**config.mk**
```make
export PLATFORM = sky130hd
export DESIGN_NAME = lpu_core
export DESIGN_NICKNAME = d
export VERILOG_FILES = /design/src/hw/lpu_pkg.sv /design/src/hw/lpu_baud.sv /design/src/hw/lpu_core.sv
export VERILOG_INCLUDE_DIRS = /design/src /design/src/hw
export SDC_FILE = /design/constraint.sdc
export NUM_CORES = 1
export LEC_CHECK = 0
export BUFFER_PORTS_ARGS = -buffer_cell sky130_fd_sc_hd__buf_2
export CAP_MARGIN = 20
export CORE_MARGIN = 3
export CORE_UTILIZATION = 46
export DETAILED_ROUTE_END_ITERATION = 8
export GPL_ROUTABILITY_DRIVEN = 0
export GPL_TIMING_DRIVEN = 0
export SYNTH_ARGS = -nofsm -noshare
export SYNTH_HDL_FRONTEND = slang
export SYNTH_SLANG_ARGS = --single-unit
```
**constraint.sdc**
```tcl
create_clock -name ref_clk -period 7.5 [get_ports ref_clk]
set_input_delay 1.125 -clock ref_clk [delete_from_list [all_inputs] [get_ports ref_clk]]
set_output_delay 1.125 -clock ref_clk [all_outputs]
set_load 0.01 [all_outputs]
```
**src/hw/lpu_map.svh**
```systemverilog
`ifndef LPU_MAP_SVH
`define LPU_MAP_SVH

// ==========================================================
// Register byte offsets on the APB window
`define LPU_ADDR_W 8
`define LPU_OFF_CTRL 8'h00
`define LPU_OFF_CFG 8'h04
`define LPU_OFF_BAUD 8'h08
`define LPU_OFF_STAT 8'h0C
`define LPU_OFF_INTC 8'h10
`define LPU_OFF_RDATA 8'h14
`define LPU_OFF_TDATA 8'h18

// ==========================================================
// Control register bit positions
`define LPU_CTRL_W 11
`define LPU_CTRL_UNIT_EN 0
`define LPU_CTRL_TX_EN 1
`define LPU_CTRL_RX_EN 2
`define LPU_CTRL_PCE 3
`define LPU_CTRL_ODD 4
`define LPU_CTRL_TX_COMPLETE_IRQ_EN 5
`define LPU_CTRL_RXIE 6
`define LPU_CTRL_PEIE 7
`define LPU_CTRL_ERROR_IRQ_EN 8
`define LPU_CTRL_DMA_TX 9
`define LPU_CTRL_DMA_RX 10

// ==========================================================
// Frame configuration register fields
`define LPU_CFG_W 6
`define LPU_CFG_WL_LSB 0
`define LPU_CFG_STOP_LSB 2
`define LPU_CFG_MSB_FIRST 4
`define LPU_CFG_TX_INV 5

// ==========================================================
// Status and clear register bit positions
`define LPU_ST_PE 0
`define LPU_ST_FE 1
`define LPU_ST_NE 2
`define LPU_ST_ORE 3
`define LPU_ST_RX_BUF_NONEMPTY 5
`define LPU_ST_TC 6
`define LPU_ST_TBE 7

// ==========================================================
// Reset values and timing
`define LPU_CTRL_RST 11'h000
`define LPU_CFG_RST 6'h00
`define LPU_BAUD_RST 20'h0_1000
`define LPU_BAUD_W 20
`define LPU_FRAC_STEP 21'h0_0100

`endif

```
**src/hw/lpu_pkg.sv**
```systemverilog
package lpu_pkg;

  // ==========================================================
  // Transmitter states
  typedef enum logic [1:0] {
    TX_OFF = 2'b00,
    TX_PRE = 2'b01,
    TX_READY = 2'b10,
    TX_SHIFT = 2'b11
  } lpu_tx_state_e;

  // ==========================================================
  // Receiver states
  typedef enum logic [1:0] {
    RX_IDLE = 2'b00,
    RX_START = 2'b01,
    RX_BITS = 2'b10
  } lpu_rx_state_e;

  // Character word and bit counters
  typedef logic [8:0] lpu_word_t;
  typedef logic [3:0] lpu_count_t;

endpackage

```
**src/hw/lpu_baud.sv**
```systemverilog
`timescale 1ns/1ps
`include "lpu_map.svh"

// ==========================================================
// Fractional bit-period tick generator
module lpu_baud
  import lpu_pkg::*;
(
  // Clock and reset
  input wire logic ref_clk,
  input wire logic srst,
  // Control
  input wire logic run,
  input wire logic restart,
  input wire logic half,
  input wire logic [`LPU_BAUD_W-1:0] divider,
  // Bit boundary pulse
  output logic tick
);

  logic [`LPU_BAUD_W:0] acc_ff; // Phase in 1/256 cycle units
  logic [`LPU_BAUD_W:0] nxt_acc;
  logic [`LPU_BAUD_W:0] sum;

  assign sum = acc_ff + `LPU_FRAC_STEP;

  // Adds 256 per cycle; divider/256 cycles per bit keeps the fraction
  always_comb
  begin
    tick = 1'b0;
    nxt_acc = acc_ff;
    if (restart)
    begin
      // Half start puts the first tick in the middle of a bit
      nxt_acc = half ? {2'b00, divider[`LPU_BAUD_W-1:1]} : '0;
    end
    else if (run)
    begin
      if (sum >= {1'b0, divider})
      begin
        tick = 1'b1;
        nxt_acc = sum - {1'b0, divider};
      end
      else
      begin
        nxt_acc = sum;
      end
    end
  end

  // Phase accumulator
  always_ff @(posedge ref_clk)
  begin
    if (srst)
      acc_ff <= '0;
    else
      acc_ff <= nxt_acc;
  end

endmodule // lpu_baud

```
**src/hw/lpu_core.sv**
```systemverilog
`timescale 1ns/1ps
`include "lpu_map.svh"

// Behaviour
// - Frame: start, data, parity, stop bits
// - Seven, eight, nine bits; LSB or MSB first
// - Stop code 00 one, 10 two
// - Idle frame all ones, normal length
// - Bit period is divider over 256 cycles
// - Line idles high; optional inversion
// - Enabling transmitter sends one idle frame
// - Buffer empty after reset and move, full after write
// - Buffer holds data until frame ends
// - Complete flag when buffer empty at end
// - Clear bit clears complete flag
// - High mid-start sample flags noise, drops
// - Data bits single mid-bit sample
// - Stored frame sets nonempty, raises interrupt
// - Any data read clears nonempty, unless a frame is stored in that cycle
// - Parity mismatch sets parity error
// - Framing error on low last stop
// - Frame on full buffer discarded, overrun
// - Parity and framing flags update with nonempty flag
// - DMA requests for both buffers
// - Error interrupts stay on with DMA
module lpu_core
  import lpu_pkg::*;
(
  // Clock and reset
  input wire logic ref_clk,
  input wire logic srst,
  // APB slave
  input wire logic psel,
  input wire logic penable,
  input wire logic pwrite,
  input wire logic [`LPU_ADDR_W-1:0] paddr,
  input wire logic [31:0] pwdata,
  output logic [31:0] prdata,
  output logic pready,
  output logic pslverr,
  // Serial line
  input wire logic rx_in,
  output logic tx_out,
  // DMA
  output logic dma_tx_req,
  input wire logic dma_tx_valid,
  input wire logic [8:0] dma_tx_data,
  output logic dma_rx_req,
  input wire logic dma_rx_ack,
  output logic [8:0] rx_data,
  // Interrupt request
  output logic irq
);

  // ==========================================================
  // Decoders
  // Word length code to bit count
  function automatic lpu_count_t lpu_word_bits(input logic [1:0] code);
    lpu_word_bits = (code == 2'b01) ? 4'd9 : (code == 2'b10) ? 4'd7 : 4'd8;
  endfunction

  // Reverse the low n bits of a word
  function automatic lpu_word_t lpu_rev(input lpu_word_t w, input lpu_count_t n);
    lpu_rev = '0;
    for (int i = 0; i < 9; i++)
      if (i < int'(n))
        lpu_rev[i] = w[int'(n) - 1 - i];
  endfunction

  // ==========================================================
  // Registers
  logic [`LPU_CTRL_W-1:0] ctrl_ff; // Enables and interrupt enables
  logic [`LPU_CFG_W-1:0] cfg_ff; // Frame format
  logic [`LPU_BAUD_W-1:0] baud_divider_ff; // Bit period times 256
  logic [31:0] prdata_ff; // Read data latched in setup
  logic [31:0] rd_mux;
  logic apb_wr;
  logic apb_rd;
  logic intc_wr;

  assign apb_wr = psel && penable && pwrite;
  assign apb_rd = psel && penable && !pwrite;
  assign intc_wr = apb_wr && (paddr == `LPU_OFF_INTC);
  assign pready = 1'b1; // Zero wait states
  assign pslverr = 1'b0;
  assign prdata = prdata_ff;

  // Named fields
  logic unit_enable, tx_enable, rx_enable, parity_check_enable, parity_odd_select;
  logic tx_complete_irq_en, rx_nonempty_irq_en, parity_irq_en, error_irq_en;
  logic dma_tx_en, dma_rx_en, msb_first, tx_invert;
  logic [1:0] word_length_sel;
  logic [1:0] stop_bits_sel;
  assign unit_enable = ctrl_ff[`LPU_CTRL_UNIT_EN];
  assign tx_enable = ctrl_ff[`LPU_CTRL_TX_EN];
  assign rx_enable = ctrl_ff[`LPU_CTRL_RX_EN];
  assign parity_check_enable = ctrl_ff[`LPU_CTRL_PCE];
  assign parity_odd_select = ctrl_ff[`LPU_CTRL_ODD];
  assign tx_complete_irq_en = ctrl_ff[`LPU_CTRL_TX_COMPLETE_IRQ_EN];
  assign rx_nonempty_irq_en = ctrl_ff[`LPU_CTRL_RXIE];
  assign parity_irq_en = ctrl_ff[`LPU_CTRL_PEIE];
  assign error_irq_en = ctrl_ff[`LPU_CTRL_ERROR_IRQ_EN];
  assign dma_tx_en = ctrl_ff[`LPU_CTRL_DMA_TX];
  assign dma_rx_en = ctrl_ff[`LPU_CTRL_DMA_RX];
  assign word_length_sel = cfg_ff[`LPU_CFG_WL_LSB +: 2];
  assign stop_bits_sel = cfg_ff[`LPU_CFG_STOP_LSB +: 2];
  assign msb_first = cfg_ff[`LPU_CFG_MSB_FIRST];
  assign tx_invert = cfg_ff[`LPU_CFG_TX_INV];

  // Flags
  logic tx_buf_empty_ff, tx_complete_ff, rx_buf_nonempty_ff;
  logic noise_error_ff, parity_error_ff, framing_error_ff, overrun_error_ff;

  // Software-written registers
  always_ff @(posedge ref_clk)
  begin
    if (srst)
    begin
      ctrl_ff <= `LPU_CTRL_RST;
      cfg_ff <= `LPU_CFG_RST;
      baud_divider_ff <= `LPU_BAUD_RST;
    end
    else if (apb_wr)
    begin
      if (paddr == `LPU_OFF_CTRL)
        ctrl_ff <= pwdata[`LPU_CTRL_W-1:0];
      if (paddr == `LPU_OFF_CFG)
        cfg_ff <= pwdata[`LPU_CFG_W-1:0];
      if (paddr == `LPU_OFF_BAUD)
        baud_divider_ff <= pwdata[`LPU_BAUD_W-1:0];
    end
  end

  // Read multiplexer; unmapped and write-only offsets read zero
  always_comb
  begin
    rd_mux = 32'h0000_0000;
    unique case (paddr)
      `LPU_OFF_CTRL: rd_mux[`LPU_CTRL_W-1:0] = ctrl_ff;
      `LPU_OFF_CFG: rd_mux[`LPU_CFG_W-1:0] = cfg_ff;
      `LPU_OFF_BAUD: rd_mux[`LPU_BAUD_W-1:0] = baud_divider_ff;
      `LPU_OFF_STAT:
      begin
        rd_mux[`LPU_ST_PE] = parity_error_ff;
        rd_mux[`LPU_ST_FE] = framing_error_ff;
        rd_mux[`LPU_ST_NE] = noise_error_ff;
        rd_mux[`LPU_ST_ORE] = overrun_error_ff;
        rd_mux[`LPU_ST_RX_BUF_NONEMPTY] = rx_buf_nonempty_ff;
        rd_mux[`LPU_ST_TC] = tx_complete_ff;
        rd_mux[`LPU_ST_TBE] = tx_buf_empty_ff;
      end
      `LPU_OFF_RDATA: rd_mux[8:0] = rx_data;
      default: rd_mux = 32'h0000_0000;
    endcase
  end

  // Capture in setup so the access cycle sees settled data
  always_ff @(posedge ref_clk)
  begin
    if (srst)
      prdata_ff <= 32'h0000_0000;
    else if (psel && !penable && !pwrite)
      prdata_ff <= rd_mux;
  end

  // ==========================================================
  // Transmit buffer
  logic tx_active, tdata_wr, tx_move;
  lpu_word_t tx_buf_ff;
  assign tx_active = unit_enable && tx_enable;
  assign tdata_wr = (apb_wr && (paddr == `LPU_OFF_TDATA)) || (dma_tx_valid && dma_tx_en);
  assign dma_tx_req = dma_tx_en && tx_active && tx_buf_empty_ff;

  // Holding register; any software or DMA write loads it, even when full
  always_ff @(posedge ref_clk)
  begin
    if (srst)
      tx_buf_ff <= '0;
    else if (tdata_wr)
      tx_buf_ff <= (dma_tx_valid && dma_tx_en) ? dma_tx_data : pwdata[8:0];
  end

  // Empty flag; the move into the shifter wins over a write
  always_ff @(posedge ref_clk)
  begin
    if (srst)
      tx_buf_empty_ff <= 1'b1;
    else if (tx_move)
      tx_buf_empty_ff <= 1'b1;
    else if (tdata_wr)
      tx_buf_empty_ff <= 1'b0;
  end

  // ==========================================================
  // Transmitter
  lpu_tx_state_e tx_st_ff;
  logic [11:0] tx_shift_ff; // Bit 0 is on the line
  lpu_count_t tx_cnt_ff; // Bits left in the frame
  logic tx_ff;
  logic tx_tick, tx_restart, tx_end;
  lpu_count_t tx_len, tx_n;
  lpu_word_t tx_word;
  logic [11:0] tx_frame;
  logic tx_par;

  assign tx_n = lpu_word_bits(word_length_sel);
  // Start plus data plus one or two stop bits
  assign tx_len = 4'd1 + tx_n + ((stop_bits_sel == 2'b10) ? 4'd2 : 4'd1);
  assign tx_end = (tx_st_ff == TX_PRE || tx_st_ff == TX_SHIFT) && tx_tick && (tx_cnt_ff == 4'd1);
  assign tx_move = tx_active && !tx_buf_empty_ff && ((tx_st_ff == TX_READY) || tx_end);
  assign tx_restart = tx_active && ((tx_st_ff == TX_OFF) || (tx_st_ff == TX_READY && !tx_buf_empty_ff));

  // Frame image, LSB goes first on the line
  always_comb
  begin
    tx_par = parity_odd_select;
    for (int i = 0; i < 9; i++)
      if (i < int'(tx_n) - 1)
        tx_par = tx_par ^ tx_buf_ff[i];
    tx_word = tx_buf_ff;
    if (parity_check_enable)
      tx_word[tx_n - 4'd1] = tx_par;
    if (msb_first)
      tx_word = lpu_rev(tx_word, tx_n);
    tx_frame = 12'hFFF; // Stop bits and padding are high
    tx_frame[0] = 1'b0;
    for (int i = 0; i < 9; i++)
      if (i < int'(tx_n))
        tx_frame[i + 1] = tx_word[i];
  end

  lpu_baud u_tx_baud (
    .ref_clk(ref_clk),
    .srst(srst),
    .run(tx_st_ff == TX_PRE || tx_st_ff == TX_SHIFT),
    .restart(tx_restart),
    .half(1'b0),
    .divider(baud_divider_ff),
    .tick(tx_tick)
  );

  // Idle frame first, then back-to-back frames from the buffer
  always_ff @(posedge ref_clk)
  begin
    if (srst)
    begin
      tx_st_ff <= TX_OFF;
      tx_shift_ff <= 12'hFFF;
      tx_cnt_ff <= 4'd0;
    end
    else if (!tx_active)
      tx_st_ff <= TX_OFF;
    else if (tx_move)
    begin
      // Format is taken per frame so a mid-frame write cannot tear it
      tx_st_ff <= TX_SHIFT;
      tx_shift_ff <= tx_frame;
      tx_cnt_ff <= tx_len;
    end
    else
    begin
      unique case (tx_st_ff)
        TX_OFF:
        begin
          tx_st_ff <= TX_PRE;
          tx_shift_ff <= 12'hFFF;
          tx_cnt_ff <= tx_len;
        end
        TX_PRE, TX_SHIFT:
        begin
          if (tx_tick)
          begin
            tx_shift_ff <= {1'b1, tx_shift_ff[11:1]};
            tx_cnt_ff <= tx_cnt_ff - 4'd1;
            if (tx_cnt_ff == 4'd1)
              tx_st_ff <= TX_READY;
          end
        end
        TX_READY: tx_st_ff <= TX_READY;
      endcase
    end
  end

  // Registered pin; idle level (high unless tx_invert) whenever no frame is on the line
  always_ff @(posedge ref_clk)
  begin
    if (srst)
      tx_ff <= 1'b1;
    else if (tx_st_ff == TX_PRE || tx_st_ff == TX_SHIFT)
      tx_ff <= tx_shift_ff[0] ^ tx_invert;
    else
      tx_ff <= !tx_invert;
  end
  assign tx_out = tx_ff;

  // Complete flag; a new frame end wins over the clear
  always_ff @(posedge ref_clk)
  begin
    if (srst)
      tx_complete_ff <= 1'b0;
    else if (tx_end && tx_st_ff == TX_SHIFT && tx_buf_empty_ff)
      tx_complete_ff <= 1'b1;
    else if (intc_wr && pwdata[`LPU_ST_TC])
      tx_complete_ff <= 1'b0;
  end

  // ==========================================================
  // Receiver
  lpu_rx_state_e rx_st_ff;
  logic rx_s1_ff, rx_s2_ff, rx_prev_ff; // Two-stage synchroniser, then edge history
  lpu_word_t rx_word_ff; // Raw bits in line order
  lpu_word_t rx_data_ff;
  lpu_count_t rx_idx_ff, rx_n_ff;
  logic rx_stop2_ff;
  logic rx_active, rx_tick, rx_fall, frame_done, noise_evt, rdata_rd, rx_store, rx_overrun, rx_par_bad;
  lpu_word_t rx_word_final;

  assign rx_active = unit_enable && rx_enable;
  assign rx_fall = rx_prev_ff && !rx_s2_ff;
  assign noise_evt = (rx_st_ff == RX_START) && rx_tick && rx_s2_ff;
  assign frame_done = (rx_st_ff == RX_BITS) && rx_tick && (rx_idx_ff == rx_n_ff + {3'b000, rx_stop2_ff});
  assign rdata_rd = (apb_rd && (paddr == `LPU_OFF_RDATA)) || dma_rx_ack;
  // A read in the same cycle frees the buffer for the new frame
  assign rx_store = frame_done && (!rx_buf_nonempty_ff || rdata_rd);
  assign rx_overrun = frame_done && rx_buf_nonempty_ff && !rdata_rd;
  assign rx_word_final = msb_first ? lpu_rev(rx_word_ff, rx_n_ff) : rx_word_ff;
  assign dma_rx_req = dma_rx_en && rx_buf_nonempty_ff;
  assign rx_data = rx_data_ff;

  // Parity over data and parity bit together
  always_comb
  begin
    rx_par_bad = parity_odd_select;
    for (int i = 0; i < 9; i++)
      if (i < int'(rx_n_ff))
        rx_par_bad = rx_par_bad ^ rx_word_ff[i];
  end

  // Line synchroniser; only the second stage is looked at
  always_ff @(posedge ref_clk)
  begin
    if (srst)
    begin
      rx_s1_ff <= 1'b1;
      rx_s2_ff <= 1'b1;
      rx_prev_ff <= 1'b1;
    end
    else
    begin
      rx_s1_ff <= rx_in;
      rx_s2_ff <= rx_s1_ff;
      rx_prev_ff <= rx_s2_ff;
    end
  end

  lpu_baud u_rx_baud (
    .ref_clk(ref_clk),
    .srst(srst),
    .run(rx_st_ff != RX_IDLE),
    .restart(rx_st_ff == RX_IDLE),
    .half(1'b1),
    .divider(baud_divider_ff),
    .tick(rx_tick)
  );

  // Start check, then one mid-bit sample per bit
  always_ff @(posedge ref_clk)
  begin
    if (srst)
    begin
      rx_st_ff <= RX_IDLE;
      rx_idx_ff <= 4'd0;
      rx_word_ff <= '0;
      rx_n_ff <= 4'd8;
      rx_stop2_ff <= 1'b0;
    end
    else if (!rx_active)
      rx_st_ff <= RX_IDLE;
    else
    begin
      unique case (rx_st_ff)
        RX_IDLE:
        begin
          if (rx_fall)
          begin
            rx_st_ff <= RX_START;
            rx_word_ff <= '0;
            rx_n_ff <= lpu_word_bits(word_length_sel);
            rx_stop2_ff <= (stop_bits_sel == 2'b10);
          end
        end
        RX_START:
        begin
          if (rx_tick)
          begin
            rx_st_ff <= rx_s2_ff ? RX_IDLE : RX_BITS;
            rx_idx_ff <= 4'd0;
          end
        end
        RX_BITS:
        begin
          if (rx_tick)
          begin
            if (rx_idx_ff < rx_n_ff)
              rx_word_ff[rx_idx_ff] <= rx_s2_ff;
            rx_idx_ff <= rx_idx_ff + 4'd1;
            if (frame_done)
              rx_st_ff <= RX_IDLE;
          end
        end
        default: rx_st_ff <= RX_IDLE;
      endcase
    end
  end

  // Receive data holding register
  always_ff @(posedge ref_clk)
  begin
    if (srst)
      rx_data_ff <= '0;
    else if (rx_store)
      rx_data_ff <= rx_word_final;
  end

  // Nonempty flag; a stored frame wins over a read
  always_ff @(posedge ref_clk)
  begin
    if (srst)
      rx_buf_nonempty_ff <= 1'b0;
    else if (rx_store)
      rx_buf_nonempty_ff <= 1'b1;
    else if (rdata_rd)
      rx_buf_nonempty_ff <= 1'b0;
  end

  // Error flags; hardware set wins over the clear bits
  always_ff @(posedge ref_clk)
  begin
    if (srst)
    begin
      parity_error_ff <= 1'b0;
      framing_error_ff <= 1'b0;
      noise_error_ff <= 1'b0;
      overrun_error_ff <= 1'b0;
    end
    else
    begin
      if (rx_store && parity_check_enable && rx_par_bad)
        parity_error_ff <= 1'b1;
      else if (intc_wr && pwdata[`LPU_ST_PE])
        parity_error_ff <= 1'b0;
      if (rx_store && !rx_s2_ff)
        framing_error_ff <= 1'b1;
      else if (intc_wr && pwdata[`LPU_ST_FE])
        framing_error_ff <= 1'b0;
      if (noise_evt)
        noise_error_ff <= 1'b1;
      else if (intc_wr && pwdata[`LPU_ST_NE])
        noise_error_ff <= 1'b0;
      if (rx_overrun)
        overrun_error_ff <= 1'b1;
      else if (intc_wr && pwdata[`LPU_ST_ORE])
        overrun_error_ff <= 1'b0;
    end
  end

  // Interrupt; error terms ignore the DMA enables
  assign irq = (tx_complete_ff && tx_complete_irq_en)
    || (rx_buf_nonempty_ff && rx_nonempty_irq_en)
    || (parity_error_ff && parity_irq_en)
    || (overrun_error_ff && (error_irq_en || rx_nonempty_irq_en))
    || ((noise_error_ff || framing_error_ff) && error_irq_en);
endmodule // lpu_core

```
==> results by group <==
Clock tree
  – Post-CTS setup buffers: 0
  – Clock Sinks: 163
  – H-tree Lvls: 4
  – Post-CTS Hold Buffers: 0
  – Inserted Clock Buffers: 17
  – CTS tree: yes
  – Post-cts resize count: 0
  – Maximum buffer depth of the clock tree: 2
  – Worst-path clk slew: 0.07 ns
  – Worst-skew pair later-pin latency: 0.43 ns
  – Root buf cell: clkbuf_16

Yosys
  – Ys flop type: dfxtp_1
  – Area leader, netlist: dfxtp_1
  – Yosys top cell area share: 0.287
  – Synthesized area: 11400 sq um
  – Synth Warn #: 0
  – Post-synth ARST share: 0
  – Cells after Synth: 1468
  – Top cells by area in the synthesized netlist: dfxtp_1 29%, ha_1 7.8%, a21oi_1 5.9%
  – Average cell area after synthesis: 7.74 sq um
  – Yosys reg bits: 163
  – EDFF count, synth: 0
  – Synth unique cells: 83
  – Post-synthesis sequential area ratio: 0.287

Worst setup path
  – Worst path arrival time: 4.72 ns
  – Flop2flop setup slack: 3.04 ns
  – Slowest cell on crit path: clkbuf_1
  – R2R cell count: 17
  – Max FO, Critical Path: 10
  – Setup crit end kind: register
  – Crit-path max cell delay: 0.57 ns
  – Reg2reg end: rx_idx_ff[2]
  – Critical Path RT: 7.76 ns
  – FF-to-FF Start: u_rx_baud.acc_ff[11]
  – Critical Path, Cell by Cell: and3_1 > nand3_1 > nor2_1 > nand3_1 > xnor2_1 > ha_1 > clkbuf_1 > and4_1 > and2_1 > a311oi_1 > o21ai_0 > o21ba_1 > buf_6 > clkbuf_1 > nor2_1 > nand4_1 > a31oi_1
  – WS Path Type: register to register
  – Critical Path Source Type: register

GRT
  – Tot GR Track Use: 0.272
  – Largest net degree at the start of global routing: 17
  – Vias in the first global route: 10100
  – First-pass GRT wire length: 57000 um
  – GR Overflow Total: 0
  – Initial antenna violation count: 1

Hold path
  – Worst min path class: register to register
  – Hold path endpoint: rx_s2_ff
  – Hold depth: 1
  – Worst hold start: rx_s1_ff

Finish
  – Nets: 1707
  – Layout cells sized above 1: 0.109
  – Non-filler cells, final: 1910
  – Fillers: 2341
  – Area Overhead vs Synth: 12.9%

Floorplan
  – Die Height: 163 um
  – # rows: 56
  – Die area: 26600 sq um
  – Initial Util: 0.476
  – Die X: 163 um
  – CORE AREA: 23900 sq um
  – IO Count: 104

Detailed routing
  – Post-Route WL: 36400 um
  – Met1 WL: 17600 um
  – Drt pass-1 iters: 5
  – WL met3: 2640 um
  – Via/cell ratio: 5.84
  – Top routing layer in use: met4
  – ANT nets after route: 0
  – Routed length on met2: 15300 um
  – Initial drt markers: 1036
  – WL/cell: 19.0 um
  – Routed vias: 11200
  – DRC Markers: 0

Timing
  – Clock skew: 0.0158 ns
  – RSZ-0062 raised after global routing: false
  – Final worst slack: 3.04 ns
  – Max Clk Rate: 0.224 GHz
  – Max transition margin: 0.376
  – Final setup violation count: 0
  – Setup TNS: 0 ns
  – Post-route minimum period: 4.46 ns
  – Final slew viol count: 0
  – Hold Fails Final Rpt: 0
  – Worst-Margin Slew: 0.937 ns
  – Final period util: 0.595

Place
  – Hpwl dp: 28000 um
  – Number of I/O port buffers: 77
  – Pre-CTS WS: 3.12 ns
  – Dpl cells: 1876

Power and ir drop
  – Clock power share: 0.493
  – Leak pwr: 5.04 nW
  – Internal power: 0.00145 W
  – Psw: 0.000457 W
  – Switching Share: 0.240
  – P per Cell Area: 149 nW/um^2
  – Reg power frac: 0.458
  – Power share of the combinational group: 0.049
  – VDD IR-drop max: 0.000124 V

Job
  – Max Cap Viol: 0

Run status
  – Status: finished, final reports clean
## worst max path at each step
stage	startpoint	endpoint	slack (ns)	cells after the start
floorplan	u_tx_baud.acc_ff[8]	tx_cnt_ff[3]	4.11	15
global placement	u_rx_baud.acc_ff[8]	u_rx_baud.acc_ff[17]	3.17	16
detailed placement	u_rx_baud.acc_ff[8]	u_rx_baud.acc_ff[7]	3.12	17
CTS	u_rx_baud.acc_ff[11]	u_rx_baud.acc_ff[7]	3.07	17
global route	u_rx_baud.acc_ff[8]	u_rx_baud.acc_ff[7]	2.67	17
finish	u_rx_baud.acc_ff[11]	rx_idx_ff[2]	3.04	17
## cells in the final DEF, fill, tap and decap left out, types with 7 or more instances in the layout
| cell | n |
|---|---|
| a211oi_1 | 39 |
| a21o_1 | 16 |
| a21oi_1 | 135 |
| a221oi_1 | 14 |
| a311oi_1 | 10 |
| a31oi_1 | 18 |
| a32oi_1 | 7 |
| and2_1 | 11 |
| and3_1 | 16 |
| buf_2 | 85 |
| buf_4 | 14 |
| clkbuf_1 | 67 |
| clkbuf_16 | 17 |
| conb_1 | 14 |
| dfxtp_1 | 163 |
| ha_1 | 71 |
| inv_1 | 69 |
| mux2_2 | 10 |
| mux2i_1 | 51 |
| nand2_1 | 170 |
| nand2b_1 | 10 |
| nand3_1 | 51 |
| nand4_1 | 17 |
| nor2_1 | 140 |
| nor2b_1 | 10 |
| nor3_1 | 27 |
| o211ai_1 | 12 |
| o21a_1 | 12 |
| o21ai_0 | 84 |
| o21bai_1 | 8 |
| or2_2 | 8 |
| or3_1 | 8 |
| xnor2_1 | 54 |
| xor2_1 | 23 |
## per-layer routing
layer,global-route usage,vias up
met1,0.403,5190
li1,-,5504
met3,0.0464,44
met5,0,-
met2,0.407,412
met4,0.0765,0
## synth_stat cells, drive strengths merged, types with 11 or more instances
| library cell | number |
|---|---|
| o21a | 12 |
| nor2 | 140 |
| a211oi | 40 |
| dfxtp | 163 |
| ha | 71 |
| nand2 | 170 |
| xor2 | 23 |
| xnor2 | 54 |
| o211ai | 12 |
| mux2i | 51 |
| o21ai | 87 |
| nor3 | 28 |
| clkbuf | 67 |
| and3 | 16 |
| a221oi | 14 |
| buf | 25 |
| a21o | 16 |
| inv | 69 |
| a21oi | 136 |
| and2 | 11 |
| a31oi | 18 |
| nand4 | 17 |
| nand3 | 52 |
## per-stage QoR
stage | power (W) | util | hold slack (ns) | cell area [sq um]
5_1_grt | 0.00196 | 0.537 | 0.435 | 12800
4_1_cts | 0.00192 | 0.537 | 0.423 | 12800
2_1_floorplan | 0.000942 | - | 0.389 | 11400
3_3_place_gp | 0.000985 | 0.510 | 0.399 | 12200
3_5_place_dp | 0.000985 | 0.510 | 0.411 | 12200
6_report | 0.00191 | 0.537 | 0.422 | 12800
## worst max-delay path: cells and delay by family (launching register included)
kind,cells,cell delay (ns)
simple gates,8,1.51
flops,1,0.39
xor+xnor,1,0.28
compound gates,4,0.91
fa+ha+maj,1,0.29
buf+inv,3,0.91
## state kept, by name, indices dropped and copies added (netlist names), 2 cells and up
signal,cells
u_rx_baud.acc_ff,21
u_tx_baud.acc_ff,21
baud_divider_ff,20
prdata,20
ctrl_ff,11
tx_shift_ff,10
rx_data,9
rx_word_ff,9
tx_buf_ff,9
cfg_ff,6
rx_idx_ff,4
tx_cnt_ff,4
rx_n_ff,3
rx_st_ff,2
tx_st_ff,2
## power groups by stage
stage	Sequential, W	Combinational (W)	Clock (W)
5_1_grt	0.000874	0.000101	0.000984
3_3_place_gp	0.000894	0.0000907	0
2_1_floorplan	0.000893	0.0000490	0
3_5_place_dp	0.000894	0.0000915	0
4_1_cts	0.000874	0.0000914	0.000952
6_report	0.000874	0.0000931	0.000940
## final cells by class
cell class	instances	area (sq um)	area share
inverter	70	263	0.0205
clock inverter	13	173	0.0135
clock buffer	19	453	0.0353
antenna	1	2.50	0.000195
tap	319	399	0.0311
multi-input combinational	1155	7460	0.582
sequential	163	3260	0.254
timing repair buffer	78	390	0.0304
buffer	92	422	0.0329
## logic make-up (layout without fill, tap and decap cells)
kind of cell	count (synthesis)	in the layout	synth area share
AO/OA/AOI/OAI	426	426	0.242
XOR/XNOR	78	78	0.0614
adder cells (fa/ha/maj)	73	73	0.0817
buffers and inverters	162	272	0.0602
flip-flops	163	163	0.287
multiplexers	65	65	0.0628
other	2	15	0.000661
AND/OR/NAND/NOR	499	499	0.204
(Power assumes the default switching activity.)
